--- src/hdl/cksq_cfg.svh ---
// command codes, counts and reset values of the key and vector sequencer
`ifndef CKSQ_CFG_SVH
`define CKSQ_CFG_SVH
`define CKSQ_CMD_EKEY_AUX 8'hB1
`define CKSQ_CMD_DKEY_AUX 8'hB2
`define CKSQ_CMD_EKEY_HOST 8'h31
`define CKSQ_CMD_DKEY_HOST 8'h32
`define CKSQ_CMD_EVEC_CLR 8'h85
`define CKSQ_CMD_DVEC_CLR 8'h84
`define CKSQ_CMD_EVEC_ENC 8'hA5
`define CKSQ_CMD_DVEC_ENC 8'hA4
`define CKSQ_CMD_RD_EVEC_CLR 8'h8D
`define CKSQ_CMD_RD_DVEC_CLR 8'h8C
`define CKSQ_CMD_RD_EVEC_ENC 8'hA9
`define CKSQ_CMD_RD_DVEC_ENC 8'hA8
`define CKSQ_CMD_MK_ENCRYPT 8'h39
`define CKSQ_CMD_START_ENC 8'h41
`define CKSQ_CMD_START_DEC 8'h40
`define CKSQ_CMD_START 8'hC0
`define CKSQ_CMD_STOP 8'hE0
`define CKSQ_CMD_RESET 8'h00
`define CKSQ_BLOCK_BYTES 4'h8
`define CKSQ_CFB_BYTES 4'h1
`define CKSQ_IVRD_CLKS 4'h6
`define CKSQ_MEM_LAT 4'h2
`define CKSQ_DIR_RESET 1'b1
`define CKSQ_ENC_VECTOR 1'b1
`endif

--- src/hdl/cksq_pkg.sv ---
// types of the key and vector sequencer
package cksq_pkg;
  typedef enum logic [2:0] {
    ST_IDLE = 3'b000,
    ST_GATHER = 3'b001,
    ST_CORE = 3'b010,
    ST_KEYOUT = 3'b011,
    ST_IVRD = 3'b100,
    ST_OUTQ = 3'b101,
    ST_RUN = 3'b110
  } cksq_state_t;
  typedef enum logic [1:0] {
    KEY_MASTER = 2'b00,
    KEY_ENC = 2'b01,
    KEY_DEC = 2'b10
  } cksq_key_t;
endpackage

--- src/hdl/cksq_top.sv ---
// command sequencer for key, vector, start and stop commands
`timescale 1ns/1ps
`include "cksq_cfg.svh"
module cksq_top (
  input wire logic mclk,
  input wire logic rst_n,
  input wire logic cmdWr,
  input wire logic [7:0] cmdByte,
  input wire logic inWr,
  input wire logic [7:0] inByte,
  input wire logic secWr,
  input wire logic [7:0] secByte,
  input wire logic outRd,
  output logic [7:0] outByte,
  output logic outReady,
  input wire logic auxStbN,
  input wire logic [7:0] auxData,
  input wire logic runHaltPin,
  input wire logic directionPin,
  input wire logic pinMode,
  input wire logic inputOnSecond,
  input wire logic cfbMode,
  input wire logic modeLoad,
  input wire logic modeDir,
  output logic coreStart,
  output logic [1:0] coreKey,
  output logic coreEncrypt,
  output logic [63:0] coreData,
  output logic coreAbort,
  input wire logic coreDone,
  input wire logic [63:0] coreResult,
  output logic keyWr,
  output logic keyToEnc,
  output logic [7:0] keyByte,
  output logic keyParErr,
  output logic cmdPendingBit,
  output logic cipherBusyBit,
  output logic runHaltBit,
  output logic directionModeBit,
  output logic hostPortFlagN,
  output logic secondPortFlagN,
  output logic busyPinN
);
  cksq_pkg::cksq_state_t state, next_state;
  logic [7:0] curCmd, next_cmd;
  logic [3:0] cnt, next_cnt, outCnt, next_outCnt;
  logic [63:0] inReg, next_in, outReg, next_out, next_core, memRd;
  logic [1:0] next_key;
  logic next_enc, next_run, next_dir, next_pend, next_busy;
  logic cStart, cAbort, kWr, mWe, runPrev, stbPrev;
  logic [10:0] pinSync;
  //////////////////////////////////////////////////////////////////////
  // pin synchronisers and the vector store
  cksq_sync #(.W(11)) u_sync (
    .mclk(mclk),
    .rst_n(rst_n),
    // strobe inverted so its idle level matches the synchroniser reset
    .d({~auxStbN, auxData, runHaltPin, directionPin}),
    .q(pinSync)
  );
  cksq_vec_mem u_mem (
    .mclk(mclk),
    .rst_n(rst_n),
    .we(mWe),
    .waddr(curCmd[0]),
    .wdata(state == cksq_pkg::ST_GATHER ? next_in : coreResult),
    .raddr(curCmd[0]),
    .rdata(memRd)
  );
  //////////////////////////////////////////////////////////////////////
  // decode
  wire stbS = pinSync[10];
  wire [7:0] auxS = pinSync[9:2];
  wire runS = pinSync[1];
  wire dirS = pinSync[0];
  wire auxTake = ~stbS & stbPrev;
  wire pinStart = pinMode & runS & ~runPrev;
  wire pinStop = pinMode & ~runS & runPrev;
  wire pinEv = pinStart | pinStop;
  wire c0 = curCmd[0];
  wire kAux = curCmd == `CKSQ_CMD_EKEY_AUX || curCmd == `CKSQ_CMD_DKEY_AUX;
  wire kHost = curCmd == `CKSQ_CMD_EKEY_HOST || curCmd == `CKSQ_CMD_DKEY_HOST;
  wire vClr = curCmd == `CKSQ_CMD_EVEC_CLR || curCmd == `CKSQ_CMD_DVEC_CLR;
  wire vEnc = curCmd == `CKSQ_CMD_EVEC_ENC || curCmd == `CKSQ_CMD_DVEC_ENC;
  wire rEnc = curCmd == `CKSQ_CMD_RD_EVEC_ENC
    || curCmd == `CKSQ_CMD_RD_DVEC_ENC;
  wire mEnc = curCmd == `CKSQ_CMD_MK_ENCRYPT;
  wire nLoad = cmdByte == `CKSQ_CMD_EKEY_AUX
    || cmdByte == `CKSQ_CMD_DKEY_AUX || cmdByte == `CKSQ_CMD_EKEY_HOST
    || cmdByte == `CKSQ_CMD_DKEY_HOST || cmdByte == `CKSQ_CMD_EVEC_CLR
    || cmdByte == `CKSQ_CMD_DVEC_CLR || cmdByte == `CKSQ_CMD_EVEC_ENC
    || cmdByte == `CKSQ_CMD_DVEC_ENC || cmdByte == `CKSQ_CMD_MK_ENCRYPT;
  wire nRead = cmdByte == `CKSQ_CMD_RD_EVEC_CLR
    || cmdByte == `CKSQ_CMD_RD_DVEC_CLR || cmdByte == `CKSQ_CMD_RD_EVEC_ENC
    || cmdByte == `CKSQ_CMD_RD_DVEC_ENC;
  wire cStartCmd = cmdByte == `CKSQ_CMD_START_ENC
    || cmdByte == `CKSQ_CMD_START_DEC || cmdByte == `CKSQ_CMD_START;
  wire startEv = (cmdWr & cStartCmd) | pinStart;
  wire stopEv = (cmdWr & cmdByte == `CKSQ_CMD_STOP) | pinStop;
  wire running = state == cksq_pkg::ST_RUN && runHaltBit;
  wire byteTake = state == cksq_pkg::ST_GATHER
    ? (kAux ? auxTake : inWr)
    : running && (inputOnSecond ? secWr : inWr);
  wire [7:0] byteVal = state == cksq_pkg::ST_GATHER
    ? (kAux ? auxS : inByte)
    : (inputOnSecond ? secByte : inByte);
  wire [3:0] need = runHaltBit && cfbMode ? `CKSQ_CFB_BYTES
    : `CKSQ_BLOCK_BYTES;
  wire full = byteTake && cnt == need - 4'h1;
  wire readTake = outRd && outCnt != 4'h0;
  wire nextAccept = next_state == cksq_pkg::ST_GATHER
    || next_state == cksq_pkg::ST_RUN;
  wire nextOnSec = next_state == cksq_pkg::ST_RUN ? inputOnSecond
    : (next_cmd == `CKSQ_CMD_EKEY_AUX || next_cmd == `CKSQ_CMD_DKEY_AUX);
  //////////////////////////////////////////////////////////////////////
  // next state
  always_comb begin
    next_state = state;
    next_cmd = curCmd;
    next_cnt = cnt;
    next_in = inReg;
    next_out = outReg;
    next_outCnt = outCnt;
    next_core = coreData;
    next_key = coreKey;
    next_enc = coreEncrypt;
    next_run = runHaltBit;
    next_dir = modeLoad ? modeDir : directionModeBit;
    cStart = 1'b0;
    cAbort = 1'b0;
    kWr = 1'b0;
    mWe = 1'b0;
    if (byteTake) begin
      next_in = {inReg[55:0], byteVal};
      next_cnt = cnt + 4'h1;
    end
    if (readTake) begin
      next_out = {outReg[55:0], 8'h00};
      next_outCnt = outCnt - 4'h1;
    end
    case (state)
      cksq_pkg::ST_GATHER: begin
        if (full) begin
          next_cnt = 4'h0;
          if (vClr) begin
            mWe = 1'b1;
            next_state = cksq_pkg::ST_IDLE;
          end else begin
            cStart = 1'b1;
            next_core = next_in;
            next_key = vEnc ? cksq_pkg::KEY_DEC : cksq_pkg::KEY_MASTER;
            next_enc = mEnc;
            next_state = cksq_pkg::ST_CORE;
          end
        end
      end
      cksq_pkg::ST_IVRD: begin
        next_cnt = cnt + 4'h1;
        if (rEnc && cnt == `CKSQ_MEM_LAT) begin
          cStart = 1'b1;
          next_core = memRd;
          next_key = cksq_pkg::KEY_ENC;
          next_enc = 1'b1;
          next_state = cksq_pkg::ST_CORE;
        end else if (!rEnc && cnt == `CKSQ_IVRD_CLKS) begin
          next_out = memRd;
          next_outCnt = `CKSQ_BLOCK_BYTES;
          next_state = cksq_pkg::ST_OUTQ;
        end
      end
      cksq_pkg::ST_CORE: begin
        if (coreDone) begin
          next_cnt = 4'h0;
          next_out = coreResult;
          if (kAux || kHost) begin
            next_state = cksq_pkg::ST_KEYOUT;
          end else if (vEnc) begin
            mWe = 1'b1;
            next_state = cksq_pkg::ST_IDLE;
          end else begin
            next_outCnt = runHaltBit ? need : `CKSQ_BLOCK_BYTES;
            next_state = runHaltBit ? cksq_pkg::ST_RUN
              : cksq_pkg::ST_OUTQ;
          end
        end
      end
      cksq_pkg::ST_KEYOUT: begin
        kWr = 1'b1;
        next_out = {outReg[55:0], 8'h00};
        next_cnt = cnt + 4'h1;
        if (cnt == `CKSQ_BLOCK_BYTES - 4'h1) begin
          next_state = cksq_pkg::ST_IDLE;
        end
      end
      cksq_pkg::ST_OUTQ: begin
        if (readTake && outCnt == 4'h1) begin
          next_state = cksq_pkg::ST_IDLE;
        end
      end
      cksq_pkg::ST_RUN: begin
        if (full) begin
          cStart = 1'b1;
          next_cnt = 4'h0;
          next_core = next_in;
          next_key = directionModeBit ? cksq_pkg::KEY_ENC
            : cksq_pkg::KEY_DEC;
          next_enc = directionModeBit;
          next_state = cksq_pkg::ST_CORE;
        end
      end
      default: begin
        next_state = cksq_pkg::ST_IDLE;
      end
    endcase
    if (cmdWr || pinEv) begin
      cAbort = state == cksq_pkg::ST_CORE;
      next_cnt = 4'h0;
      next_run = 1'b0;
      next_state = cksq_pkg::ST_IDLE;
      if (!(stopEv && !cfbMode)) begin
        next_outCnt = 4'h0;
      end
      next_cmd = cmdWr ? cmdByte
        : (pinStart ? `CKSQ_CMD_START : `CKSQ_CMD_STOP);
      if (cmdWr && nLoad) begin
        next_state = cksq_pkg::ST_GATHER;
      end
      if (cmdWr && nRead) begin
        next_cnt = 4'h1;
        next_state = cksq_pkg::ST_IVRD;
      end
      if (startEv) begin
        next_run = 1'b1;
        next_state = cksq_pkg::ST_RUN;
        if (pinStart) begin
          next_dir = dirS;
        end else if (cmdByte != `CKSQ_CMD_START) begin
          next_dir = cmdByte == `CKSQ_CMD_START_ENC;
        end
      end
      if (stopEv) begin
        next_run = 1'b0;
        next_state = cksq_pkg::ST_IDLE;
      end
      if (cmdWr && cmdByte == `CKSQ_CMD_RESET) begin
        next_dir = `CKSQ_DIR_RESET;
      end
    end
    next_pend = next_state == cksq_pkg::ST_GATHER
      || next_state == cksq_pkg::ST_IVRD
      || next_state == cksq_pkg::ST_KEYOUT
      || next_state == cksq_pkg::ST_OUTQ
      || (next_state == cksq_pkg::ST_CORE && !next_run);
    next_busy = next_state == cksq_pkg::ST_CORE
      && !(next_cmd == `CKSQ_CMD_EVEC_ENC
      || next_cmd == `CKSQ_CMD_DVEC_ENC);
  end
  //////////////////////////////////////////////////////////////////////
  // registers
  always_ff @(posedge mclk or negedge rst_n) begin
    if (!rst_n) begin
      state <= cksq_pkg::ST_IDLE;
      curCmd <= 8'h00;
      cnt <= 4'h0;
      outCnt <= 4'h0;
      inReg <= 64'h0;
      outReg <= 64'h0;
      coreData <= 64'h0;
      coreKey <= cksq_pkg::KEY_MASTER;
      coreEncrypt <= 1'b0;
      runHaltBit <= 1'b0;
      directionModeBit <= `CKSQ_DIR_RESET;
      cmdPendingBit <= 1'b0;
      cipherBusyBit <= 1'b0;
      busyPinN <= 1'b1;
      hostPortFlagN <= 1'b1;
      secondPortFlagN <= 1'b1;
      outReady <= 1'b0;
      coreStart <= 1'b0;
      coreAbort <= 1'b0;
    end else begin
      state <= next_state;
      curCmd <= next_cmd;
      cnt <= next_cnt;
      outCnt <= next_outCnt;
      inReg <= next_in;
      outReg <= next_out;
      coreData <= next_core;
      coreKey <= next_key;
      coreEncrypt <= next_enc;
      runHaltBit <= next_run;
      directionModeBit <= next_dir;
      cmdPendingBit <= next_pend;
      cipherBusyBit <= next_busy;
      busyPinN <= ~next_busy;
      hostPortFlagN <= ~(nextAccept && !nextOnSec);
      secondPortFlagN <= ~(nextAccept && nextOnSec);
      outReady <= next_outCnt != 4'h0;
      coreStart <= cStart;
      coreAbort <= cAbort;
    end
  end
  always_ff @(posedge mclk or negedge rst_n) begin
    if (!rst_n) begin
      runPrev <= 1'b0;
      stbPrev <= 1'b0;
      keyWr <= 1'b0;
      keyToEnc <= 1'b0;
      keyByte <= 8'h00;
      keyParErr <= 1'b0;
    end else begin
      runPrev <= runS;
      stbPrev <= stbS;
      keyWr <= kWr;
      keyToEnc <= c0;
      if (kWr) begin
        keyByte <= outReg[63:56];
        keyParErr <= ~^outReg[63:56];
      end
    end
  end
  assign outByte = outReg[63:56];

  wire quiet = !cmdWr && !pinEv;
endmodule

--- src/hdl/cksq_sync.sv ---
// two-stage synchroniser for pin inputs
`timescale 1ns/1ps
module cksq_sync #(parameter int W = 1) (
  input wire logic mclk,
  input wire logic rst_n,
  input wire logic [W-1:0] d,
  output logic [W-1:0] q
);
  logic [W-1:0] meta;
  always_ff @(posedge mclk or negedge rst_n) begin
    if (!rst_n) begin
      meta <= '0;
      q <= '0;
    end else begin
      meta <= d;
      q <= meta;
    end
  end
endmodule

--- src/hdl/cksq_vec_mem.sv ---
// two-entry store for the encrypt and decrypt vectors, registered read
`timescale 1ns/1ps
module cksq_vec_mem (
  input wire logic mclk,
  input wire logic rst_n,
  input wire logic we,
  input wire logic waddr,
  input wire logic [63:0] wdata,
  input wire logic raddr,
  output logic [63:0] rdata
);
  logic [63:0] mem [0:1];
  always_ff @(posedge mclk) begin
    if (we) begin
      mem[waddr] <= wdata;
    end
  end
  always_ff @(posedge mclk or negedge rst_n) begin
    if (!rst_n) begin
      rdata <= 64'h0;
    end else begin
      rdata <= mem[raddr];
    end
  end
endmodule

--- config.mk ---
export PLATFORM = sky130hd
export DESIGN_NAME = cksq_top
export DESIGN_NICKNAME = d
export VERILOG_FILES = /design/src/hdl/cksq_pkg.sv /design/src/hdl/cksq_top.sv /design/src/hdl/cksq_sync.sv /design/src/hdl/cksq_vec_mem.sv
export VERILOG_INCLUDE_DIRS = /design/src /design/src/hdl
export SDC_FILE = /design/constraint.sdc
export NUM_CORES = 1
export LEC_CHECK = 0
export ABC_AREA = 1
export BUFFER_PORTS_ARGS = -buffer_cell sky130_fd_sc_hd__buf_2
export CORE_ASPECT_RATIO = 0.75
export CORE_MARGIN = 3
export CORE_UTILIZATION = 52
export DETAILED_ROUTE_END_ITERATION = 16
export PLACE_DENSITY = 0.72
export SLEW_MARGIN = 20
export SYNTH_ARGS = -nofsm -noshare
export SYNTH_HDL_FRONTEND = slang
export SYNTH_HIERARCHICAL = 1
export SYNTH_SLANG_ARGS = --single-unit
--- constraint.sdc ---
create_clock -name mclk -period 6.3 [get_ports mclk]
set_clock_uncertainty 0.2 [all_clocks]
set_input_delay 0.63 -clock mclk [delete_from_list [all_inputs] [get_ports mclk]]
set_output_delay 0.63 -clock mclk [all_outputs]
set_load 0.01 [all_outputs]
==> results of run 1 <==
-- layer usage --
metal / vias to the layer above / track usage, % / routed length, µm
met2: 816 / 44.29 / 26140
li1: 7393 / - / -
met5: - / 0 / 0
met3: 99 / 5.480 / 5669
met1: 7940 / 41.29 / 24400
met4: 0 / 8.179 / 1631
-- worst max-delay path by stage --
| stage | from | to | slack [ns] |
|---|---|---|---|
| after detailed placement | state[1]$_DFF_PN0_ | u_mem/mem[0][48]$_DFFE_PP_ | 2.14 |
| after global placement | state[1]$_DFF_PN0_ | u_mem/mem[0][46]$_DFFE_PP_ | 2.20 |
| after CTS | state[1]$_DFF_PN0_ | u_mem/mem[0][45]$_DFFE_PP_ | 2.13 |
| after global routing | state[1]$_DFF_PN0_ | u_mem/mem[0][45]$_DFFE_PP_ | 1.80 |
| final | state[1]$_DFF_PN0_ | u_mem/mem[0][62]$_DFFE_PP_ | 2.11 |
| after floorplan | inputOnSecond | u_mem/mem[0][0]$_DFFE_PP_ | 1.36 |
-- cells by family after synthesis --
family          count (synthesis)  share of synthesized area (%)
simple gates                  918                          19.01
buf+inv                       349                          7.768
flops                         451                          59.93
xor+xnor                       12                         0.5279
compound gates                420                          12.40
fa+ha+maj                       4                         0.2514
mux                             2                         0.1131
-- synthesized netlist by cell type, drive strengths merged, types with 2 or more instances --
cell type	n	share of area, %
a31oi	57	1.8
nor4	2	0.063
nand4	10	0.31
dfstp	4	0.53
dfrtp	319	40
inv	228	4.3
o21ai	235	5.9
o2111ai	26	1.2
a21oi	47	1.2
nand3b	2	0.075
o22ai	7	0.22
o211ai	4	0.15
clkbuf	56	1.4
nand3	46	1.3
edfxtp	128	19
xor2	6	0.26
mux2	2	0.11
nand2	665	13
a22oi	2	0.075
buf	65	2.1
ha	4	0.25
o221ai	39	1.7
xnor2	6	0.26
or2	50	1.6
nor3	9	0.23
nor2	134	2.7
-- state kept, by name, summed over array words and instances, names as in the netlist, 8 cells and up --
name         count
coreData        64
u_mem/rdata     64
u_sync/meta     11
outReg          64
u_mem/mem      128
keyByte          8
inReg           64
curCmd           8
u_sync/q        11
-- where the power goes --
group | switching, mW | internal (mW) | leakage (nW)
sequential | 0.364 | 3.49 | 4.92
clock | 1.13 | 1.62 | 0.730
combinational | 0.953 | 0.512 | 4.60
total | 2.45 | 5.62 | 10.2
-- worst max-delay path, stage by stage (launching register included) --
cell	delay (ns)
dfrtp_1	0.46
inv_2	0.12
nand2_1	0.09
nor2_2	0.08
buf_4	0.30
clkinv_2	0.64
nand2_1	0.29
nand3_2	0.14
o32ai_1	0.36
inv_1	0.14
nor2_4	0.55
buf_4	0.47
-- per-stage QoR --
| stage | utilization [%] | instance area [µm²] | hold WS [ns] | worst slack [ns] | std cells |
|---|---|---|---|---|---|
| after floorplan | - | 19910 | 0.1312 | 1.355 | 2156 |
| after global placement | 56.34 | 21070 | 0.1321 | 2.202 | 2763 |
| after detailed placement | 56.34 | 21070 | 0.1381 | 2.144 | 2763 |
| after CTS | 60.66 | 22680 | 0.09024 | 2.128 | 2856 |
| after global routing | 60.66 | 22680 | 0.1160 | 1.796 | 2856 |
| final | 60.66 | 22680 | 0.1027 | 2.109 | 2856 |
-- area by class of cell --
class | count | area (µm²) | share of cell area [%]
clock buffer | 60 | 1234 | 5.438
inverter | 228 | 858.3 | 3.784
tap | 504 | 630.6 | 2.780
clock inverter | 21 | 261.5 | 1.153
timing repair buffer | 236 | 1309 | 5.769
sequential | 451 | 11940 | 52.61
multi-input combinational | 1356 | 6456 | 28.46
==> results.txt, run 1 <==
Placer Congestion: 0.8808
Routed WL: 57,840 µm
# diodes: 0
Peak VDD IR: 0.1948 mV
DP HPWL: 35,680 µm
Net Count, Synth: 2,271
WS Path Type: flip-flop to flip-flop
Tightest Pin Transition: 1.128 ns
Hold Startpoint: coreResult[24]
MaxCap Viol Count: 0
IO Port Bufs: 206
hold-fix buffers at CTS: 12
first-pass GRT wire length: 90,020 µm
clock insertion delay at the later pin of the skew report: 0.56 ns
clk slew on worst S/H paths: 0.06 ns
Design Power: 8.068 mW
R2R setup slack: 2.11 ns
largest net degree at the start of global routing: 155
Ports: 207
Worst Hold Path EP: outReg[24]$_DFF_PN0_
initial core utilization: 53.23%
# fillers: 3,167
Die Y: 175.5 µm
worst rel slew slack: 24.81%
crit path time final: 4.191 ns
layout cells sized above 1: 14.54%
CP required: 6.30 ns
Layout area overhead: 13.95%
Hold Crit Depth: 3
DR iter-0 viols: 1,578
initial antenna violation count: 0
CP Launch Type: flip-flop
Root Driver: clkbuf_16
P_leak: 10.24 nW
leading cell types in the layout, fill and taps excluded: nand2_1, dfrtp_1, inv_1, buf_2, o21ai_0
most common cell after layout, fill and taps aside: nand2_1
Hold Path Class: primary input to flip-flop
Worst R2R Start: state[1]$_DFF_PN0_
ys async rst share: 71.62%
clk buf depth: 3
htree depth: 2
Post-Syn Area: 19,910 µm²
peak fanout along the critical path: 53
CTS tree: done
FMAX: 238.6 MHz
setup TNS: 0 ns
drt via density: 5.689
total CTS buffers: 44
Final period util: 66.52%
antenna-violating nets left: 0
Die X: 231.9 µm
worst reg2reg endpoint: u_mem/mem[0][62]$_DFFE_PP_
Worst Path Arrival: 4.19 ns
RSZ-0062 raised after global routing: no
Yosys reg bits: 451
GR Overflow Total: 0
# resized after CTS: 0
core area: 37,400 µm²
Avg Cell Area, Syn: 9.234 µm²
Max Slew Vio Count: 0
Layout Nets: 2,432
synth warn: 6
wire per inst: 20.25 µm
Setup violations, final: 0
worst r2r path cells: 11
Cells after Synth: 2,156
Seq/Total Area, Yosys: 59.93%
Yosys cell types: 48
All-Layer GR Usage: 28.52%
Power Dens Cells: 355.6 nW/µm²
CP endpoint kind: flip-flop
Setup Buffers After CTS: 0
number of flops mapped to enable cells by yosys: 128
Primary FF master, synth: dfrtp_1
DIE AREA: 40,690 µm²
std cell rows: 61
number of global-route vias before repair: 15,990
vias: 16,250
First-pass DRT Iterations: 6
Fin. Hold Viols: 0
status: complete, no violations
CTS Sinks: 451
Residual DRC: 0
Note: power is estimated with default switching activity, not from simulation.
==> run 2: changes to the inputs <==
--- a/config.mk
+++ b/config.mk
@@ -12,7 +12,7 @@
 export CORE_MARGIN = 3
 export CORE_UTILIZATION = 52
 export DETAILED_ROUTE_END_ITERATION = 16
-export PLACE_DENSITY = 0.72
+export PLACE_DENSITY = 0.75
 export SLEW_MARGIN = 20
 export SYNTH_ARGS = -nofsm -noshare
 export SYNTH_HDL_FRONTEND = slang
==> constraint.sdc (replaced) <==
create_clock -name mclk -period 3.4 [get_ports mclk]
set_clock_uncertainty 0.2 [all_clocks]
set_input_delay 0.34 -clock mclk [delete_from_list [all_inputs] [get_ports mclk]]
set_output_delay 0.34 -clock mclk [all_outputs]
set_load 0.01 [all_outputs]
==> run 2 against run 1 <==
Compared with the run above: wire length up 0.66%; die area unchanged; utilization up 2.5 points; setup slack worse by 1.6 ns; first-iteration DRC count up 20%; sequential cell count unchanged; clock power up 82%; register-to-register slack worse by 1.6 ns; largest cell class unchanged.
==> results.txt, run 2 (synthesis results as in run 1) <==
Residual DRC: 0 (unchanged)
Die X: 231.9 µm (unchanged)
clk slew on worst S/H paths: 0.06 ns (about the same)
setup TNS: 0 ns (unchanged)
# diodes: 0 (unchanged)
FMAX: 344.5 MHz
worst rel slew slack: 24.42% (was 24.81%)
Final period util: 85.37%
DIE AREA: 40,690 µm² (unchanged)
Fin. Hold Viols: 0 (unchanged)
All-Layer GR Usage: 28.55% (was 28.52%)
Setup violations, final: 0 (unchanged)
clk buf depth: 3 (unchanged)
R2R setup slack: 0.53 ns (was 2.11 ns)
WS Path Type: primary input to flip-flop (was flip-flop to flip-flop)
# resized after CTS: 0 (unchanged)
IO Port Bufs: 206 (unchanged)
CP max stage cell: dlygate4sd3_1 (was clkinv_2)
CP Buf/Inv Count: 5 (unchanged)
CP peak stage delay: 0.53 ns (was 0.64 ns)
Ports: 207 (unchanged)
Util after Layout: 63.19% (was 60.66%)
status: complete, no violations (unchanged)
Hold Path Class: primary input to flip-flop (unchanged)
Placer Congestion: 0.8816 (was 0.8808)
MaxCap Viol Count: 0 (unchanged)
core area: 37,400 µm² (unchanged)
CTS Sinks: 451 (unchanged)
Worst Hold Path EP: outCnt[2]$_DFF_PN0_ (was outReg[24]$_DFF_PN0_)
worst reg2reg endpoint: u_mem/mem[0][23]$_DFFE_PP_ (was u_mem/mem[0][62]$_DFFE_PP_)
Worst Path Arrival: 2.90 ns (was 4.19 ns)
RSZ-0062 raised after global routing: no (unchanged)
Tightest Pin Transition: 1.134 ns (was 1.128 ns)
Post-DP Area: 21,300 µm² (was 21,070 µm²)
initial antenna violation count: 0 (unchanged)
Worst R2R Start: state[1]$_DFF_PN0_ (unchanged)
Hold Startpoint: outRd (was coreResult[24])
first-pass GRT wire length: 90,800 µm (was 90,020 µm)
vias: 16,590 (was 16,250)
CTS tree: done (unchanged)
First-pass DRT Iterations: 6 (unchanged)
CP endpoint kind: flip-flop (unchanged)
P_leak: 10.63 nW (was 10.24 nW)
leading cell types in the layout, fill and taps excluded: nand2_1, dfrtp_1, inv_1, buf_2, o21ai_0 (unchanged)
Root Driver: clkbuf_16 (unchanged)
clock insertion delay at the later pin of the skew report: 0.56 ns (about the same)
max reg flops: 128 (unchanged)
peak fanout along the critical path: 30 (was 53)
Layout Nets: 2,521 (was 2,432)
antenna-violating nets left: 0 (unchanged)
Hold Crit Depth: 4 (was 3)
layout cells sized above 1: 14.58% (was 14.54%)
std cell rows: 61 (unchanged)
CP required: 3.40 ns (was 6.30 ns)
Max Slew Vio Count: 0 (unchanged)
design area: 23,630 µm² (was 22,680 µm²)
wire per inst: 19.76 µm (was 20.25 µm)
Routed WL: 58,220 µm (was 57,840 µm)
fin cells: 2,946 (was 2,856)
placed cell count: 2,777 (was 2,763)
most common cell after layout, fill and taps aside: nand2_1 (unchanged)
most flop-heavy register: u_mem/mem (unchanged)
number of global-route vias before repair: 16,290 (was 15,990)
Layout area overhead: 18.70% (was 13.95%)
drt via density: 5.633 (was 5.689)
largest net degree at the start of global routing: 117 (was 155)
CP delay by family, top: buffers and inverters (unchanged)
cell breakdown of the critical path: dlygate4sd3_1 -> buf_2 -> inv_1 -> nand2_1 -> o2111ai_2 -> nand2_1 -> nand3_2 -> o32ai_1 -> inv_1 -> nor2_4 -> buf_4 (was inv_2 -> nand2_1 -> nor2_2 -> buf_4 -> clkinv_2 -> nand2_1 -> nand3_2 -> o32ai_1 -> inv_1 -> nor2_4 -> buf_4)
crit path time final: 2.902 ns
htree depth: 2 (unchanged)
worst r2r path cells: 10 (was 11)
GR Overflow Total: 0 (unchanged)
Power Dens Cells: 632.9 nW/µm² (was 355.6 nW/µm²)
Die Y: 175.5 µm (unchanged)
CP Launch Type: primary input (was flip-flop)
initial core utilization: 53.23% (unchanged)
DR iter-0 viols: 1,888 (was 1,578)
Peak VDD IR: 0.4469 mV (was 0.1948 mV)
total CTS buffers: 45 (was 44)
hold_ws: 0.03708 ns (was 0.1027 ns)
DP HPWL: 37,500 µm (was 35,680 µm)
run 2: worst reg2reg max path: stages (launching register included):
cell,delay [ns]
dfrtp_1,0.44
inv_2,0.12
nand2_1,0.08
nor2_2,0.12
clkinv_2,0.18
nand2_1,0.13
nand3_2,0.11
o32ai_1,0.41
inv_1,0.14
nor2_4,0.14
buf_4,0.43
run 2: worst max path at each step:
stage | startpoint | endpoint | slack (ns) | depth (start not counted)
finish | inputOnSecond | u_mem/mem[0][23]$_DFFE_PP_ | 0.50 | 11
global route | inputOnSecond | u_mem/mem[0][21]$_DFFE_PP_ | 0.29 | 11
CTS | state[1]$_DFF_PN0_ | u_mem/mem[0][26]$_DFFE_PP_ | 0.50 | 10
detailed placement | inputOnSecond | u_mem/mem[0][22]$_DFFE_PP_ | 0.51 | 10
global placement | inputOnSecond | u_mem/mem[0][26]$_DFFE_PP_ | 0.55 | 10
floorplan | state[1]$_DFF_PN0_ | u_mem/mem[0][0]$_DFFE_PP_ | 0.27 | 9
run 2: what timing repair did:
action,CTS,global route
hold buffers,86,0
setup buffers,0,0
endpoints found under the hold margin,264,0
run 2: where the power goes:
group	internal [mW]	total, mW	leakage (nW)	switching [mW]
clock	2.90	5.01	0.701	2.12
sequential	6.46	7.09	4.92	0.632
combinational	1.03	2.85	5.01	1.82
run 2: layout make-up:
class	count	area (µm²)
Multi-Input combinational cell	1356	6456
Timing Repair Buffer	324	2280
Inverter	228	860.8
Tap cell	504	630.6
Sequential cell	451	11930
Clock inverter	19	211.5
Clock buffer	64	1260
Fill cell	3039	13770
run 2: stage by stage:
stage	setup WS, ns	power, mW
after floorplan	0.2680	8.778
after global placement	0.5470	9.744
after detailed placement	0.5084	9.879
after CTS	0.5032	14.95
after global routing	0.2944	15.64
final	0.4976	14.96
run 2: routing by layer:
| layer | track usage, % | vias to the layer above | wire length [µm] |
|---|---|---|---|
| met3 | 5.253 | 123 | 5463 |
| met2 | 45.50 | 839 | 26920 |
| met4 | 8.282 | 0 | 1616 |
| met5 | 0 | - | 0 |
| met1 | 40.42 | 8074 | 24230 |
| li1 | - | 7558 | - |
==> run 3: changes to the inputs <==
--- a/config.mk
+++ b/config.mk
@@ -13,6 +13,7 @@
 export CORE_UTILIZATION = 52
 export DETAILED_ROUTE_END_ITERATION = 16
 export PLACE_DENSITY = 0.75
+export RECOVER_POWER = 50
 export SLEW_MARGIN = 20
 export SYNTH_ARGS = -nofsm -noshare
 export SYNTH_HDL_FRONTEND = slang
==> run 3 against run 2 <==
Compared with the run above: the flow now finishes with violations (capacitance limit, slew limit); via count is 0.10% higher; critical path type is now flip-flop to flip-flop; first-iteration DRC count is 1.6% higher; highest routed layer unchanged; clock-buffer cell count stayed put; largest power group unchanged.
==> results.txt, run 3 (synthesis results as in run 1) <==
status: finished with violations (was complete, no violations)
failing checks: capacitance limit, slew limit
Hold Path Class: primary input to flip-flop (unchanged)
IO Port Bufs: 206 (unchanged)
crit path time final: 3.001 ns (was 2.902 ns)
DIE AREA: 40,690 µm² (unchanged)
area of the multi-input gates: 6435 µm² (was 6456 µm²)
Setup violations, final: 0 (unchanged)
drt via density: 5.638 (was 5.633)
CP delay by family, top: simple AND/OR/NAND/NOR gates (was buffers and inverters)
clk slew on worst S/H paths: 0.06 ns (about the same)
CP required: 3.40 ns (about the same)
CTS Sinks: 451 (unchanged)
clock insertion delay at the later pin of the skew report: 0.56 ns (about the same)
most flop-heavy register: u_mem/mem (unchanged)
vias: 16,610 (was 16,590)
worst rel slew slack: -45.18% (was 24.42%)
Int Pwr: 10.35 mW (was 10.38 mW)
layout cells sized above 1: 10.03% (was 14.58%)
peak fanout along the critical path: 30 (unchanged)
first-pass GRT wire length: 90,800 µm (unchanged)
sw frac: 30.65% (was 30.57%)
htree depth: 2 (unchanged)
number of global-route vias before repair: 16,290 (unchanged)
cell breakdown of the critical path: inv_1 -> nand2_1 -> nor2_1 -> nand2_1 -> inv_1 -> nand2_1 -> o32ai_1 -> inv_1 -> nor2_4 -> buf_4 (was dlygate4sd3_1 -> buf_2 -> inv_1 -> nand2_1 -> o2111ai_2 -> nand2_1 -> nand3_2 -> o32ai_1 -> inv_1 -> nor2_4 -> buf_4)
Power Dens Cells: 636.3 nW/µm² (was 632.9 nW/µm²)
Final period util: 88.27% (was 85.37%)
total CTS buffers: 45 (unchanged)
largest net degree at the start of global routing: 117 (unchanged)
P_leak: 10.40 nW (was 10.63 nW)
DP HPWL: 37,500 µm (unchanged)
met3 GRT Util: 5.253% (unchanged)
antenna-violating nets left: 0 (unchanged)
RSZ-0062 raised after global routing: no (unchanged)
clock share of power: 33.6% (was 33.5%)
Routed WL: 58,290 µm (was 58,220 µm)
Peak VDD IR: 0.4453 mV (was 0.4469 mV)
First-pass DRT Iterations: 5 (was 6)
Global Route met1 Usage: 40.42% (unchanged)
Reg power frac: 47.6% (was 47.4%)
Switch Pwr: 4.575 mW (was 4.571 mW)
WS Path Type: flip-flop to flip-flop (was primary input to flip-flop)
Util after Layout: 62.72% (was 63.19%)
busiest grt layer: met2 (unchanged)
CTS tree: done (unchanged)
Ports: 207 (unchanged)
Layout area overhead: 17.82% (was 18.70%)
Tightest Pin Transition: 2.178 ns (was 1.134 ns)
Fin. Hold Viols: 0 (unchanged)
CP peak stage delay: 0.43 ns (was 0.53 ns)
Worst Path Arrival: 3.00 ns (was 2.90 ns)
initial core utilization: 53.23% (unchanged)
DR iter-0 viols: 1,919 (was 1,888)
initial antenna violation count: 0 (unchanged)
Register Area: 11,930 µm² (unchanged)
max reg flops: 128 (unchanged)
setup TNS: 0 ns (unchanged)
Max Slew Vio Count: 77 (was 0)
FMAX: 333.2 MHz (was 344.5 MHz)
CP Buf/Inv Count: 4 (was 5)
CP endpoint kind: flip-flop (unchanged)
Die X: 231.9 µm (unchanged)
# diodes: 0 (unchanged)
leading cell types in the layout, fill and taps excluded: nand2_1, dfrtp_1, inv_1, o21ai_0 (was nand2_1, dfrtp_1, inv_1, buf_2, o21ai_0)
GRT met2 Usage: 45.50% (unchanged)
CP max stage cell: dfrtp_1 (was dlygate4sd3_1)
Residual DRC: 0 (unchanged)
MaxCap Viol Count: 1 (was 0)
hold_ws: 0.03722 ns (was 0.03708 ns)
Root Driver: clkbuf_16 (unchanged)
most common cell after layout, fill and taps aside: nand2_1 (unchanged)
GR Overflow Total: 0 (unchanged)
core area: 37,400 µm² (unchanged)
Placer Congestion: 0.8816 (unchanged)
wire per inst: 19.79 µm (was 19.76 µm)
# fillers: 3,108 (was 3,039)
Design Power: 14.93 mW (was 14.96 mW)
Die Y: 175.5 µm (unchanged)
part of the power in combinational logic: 18.9% (was 19.0%)
Layout Nets: 2,521 (unchanged)
CP Launch Type: flip-flop (was primary input)
std cell rows: 61 (unchanged)
clk buf depth: 3 (unchanged)
All-Layer GR Usage: 28.55% (unchanged)
[run 3: metal layers]
layer	up-vias	routed length (µm)	share of wire, %
li1	7566	-	-
met1	8105	24280	42
met2	827	27040	46
met3	113	5415	9.3
met4	0	1554	2.7
met5	-	0	0
[run 3: power by group through the flow]
stage | sequential, mW | clock [mW] | combinational [mW]
floorplan | 6.88 | 0 | 1.90
global placement | 7.13 | 0 | 2.61
detailed placement | 7.17 | 0 | 2.71
CTS | 7.07 | 5.06 | 2.82
global route | 7.16 | 5.28 | 3.16
finish | 7.10 | 5.01 | 2.81
[run 3: worst paths after layout]
check                                          from                          to  slack [ns]  depth (start not counted)
max in group asynchronous                     rst_n         coreStart$_DFF_PN0_        0.62                          3
setup reg to reg                 state[2]$_DFF_PN0_  u_mem/mem[0][12]$_DFFE_PP_        0.40                         10
min in group asynchronous                     rst_n           runPrev$_DFF_PN0_        0.78                          2
setup / recovery                 state[2]$_DFF_PN0_  u_mem/mem[0][12]$_DFFE_PP_        0.40                         10
hold / removal                                outRd         outCnt[2]$_DFF_PN0_        0.04                          4
hold reg to reg            u_sync/meta[6]$_DFF_PN0_       u_sync/q[6]$_DFF_PN0_        0.15                          0
[run 3: area by class of cell]
type / instances / area share (%)
timing repair buffer: 324 / 9.063
inverter: 228 / 3.670
tap: 504 / 2.688
clock buffer: 64 / 5.372
multi-input combinational: 1356 / 27.43
clock inverter: 19 / 0.9015
sequential: 451 / 50.87
[run 3: through the flow]
stage               cell area (µm²)  worst slack [ns]  std cells
floorplan                     19920            0.2680       2156
global placement              21300            0.5470       2777
detailed placement            21300            0.5084       2777
CTS                           23630            0.5032       2946
global route                  23460            0.2104       2946
finish                        23460            0.3988       2946
[run 3: what timing repair did]
action	4_1_cts	5_1_grt
buffers inserted	0	0
resized for setup	0	0
hold buffers	86	0
endpoints found under the hold margin	264	0
[run 3: worst min-delay path: stages]
cell,delay [ns]
buf_2,0.11
nand2_1,0.07
a21oi_1,0.15
nor2_1,0.07
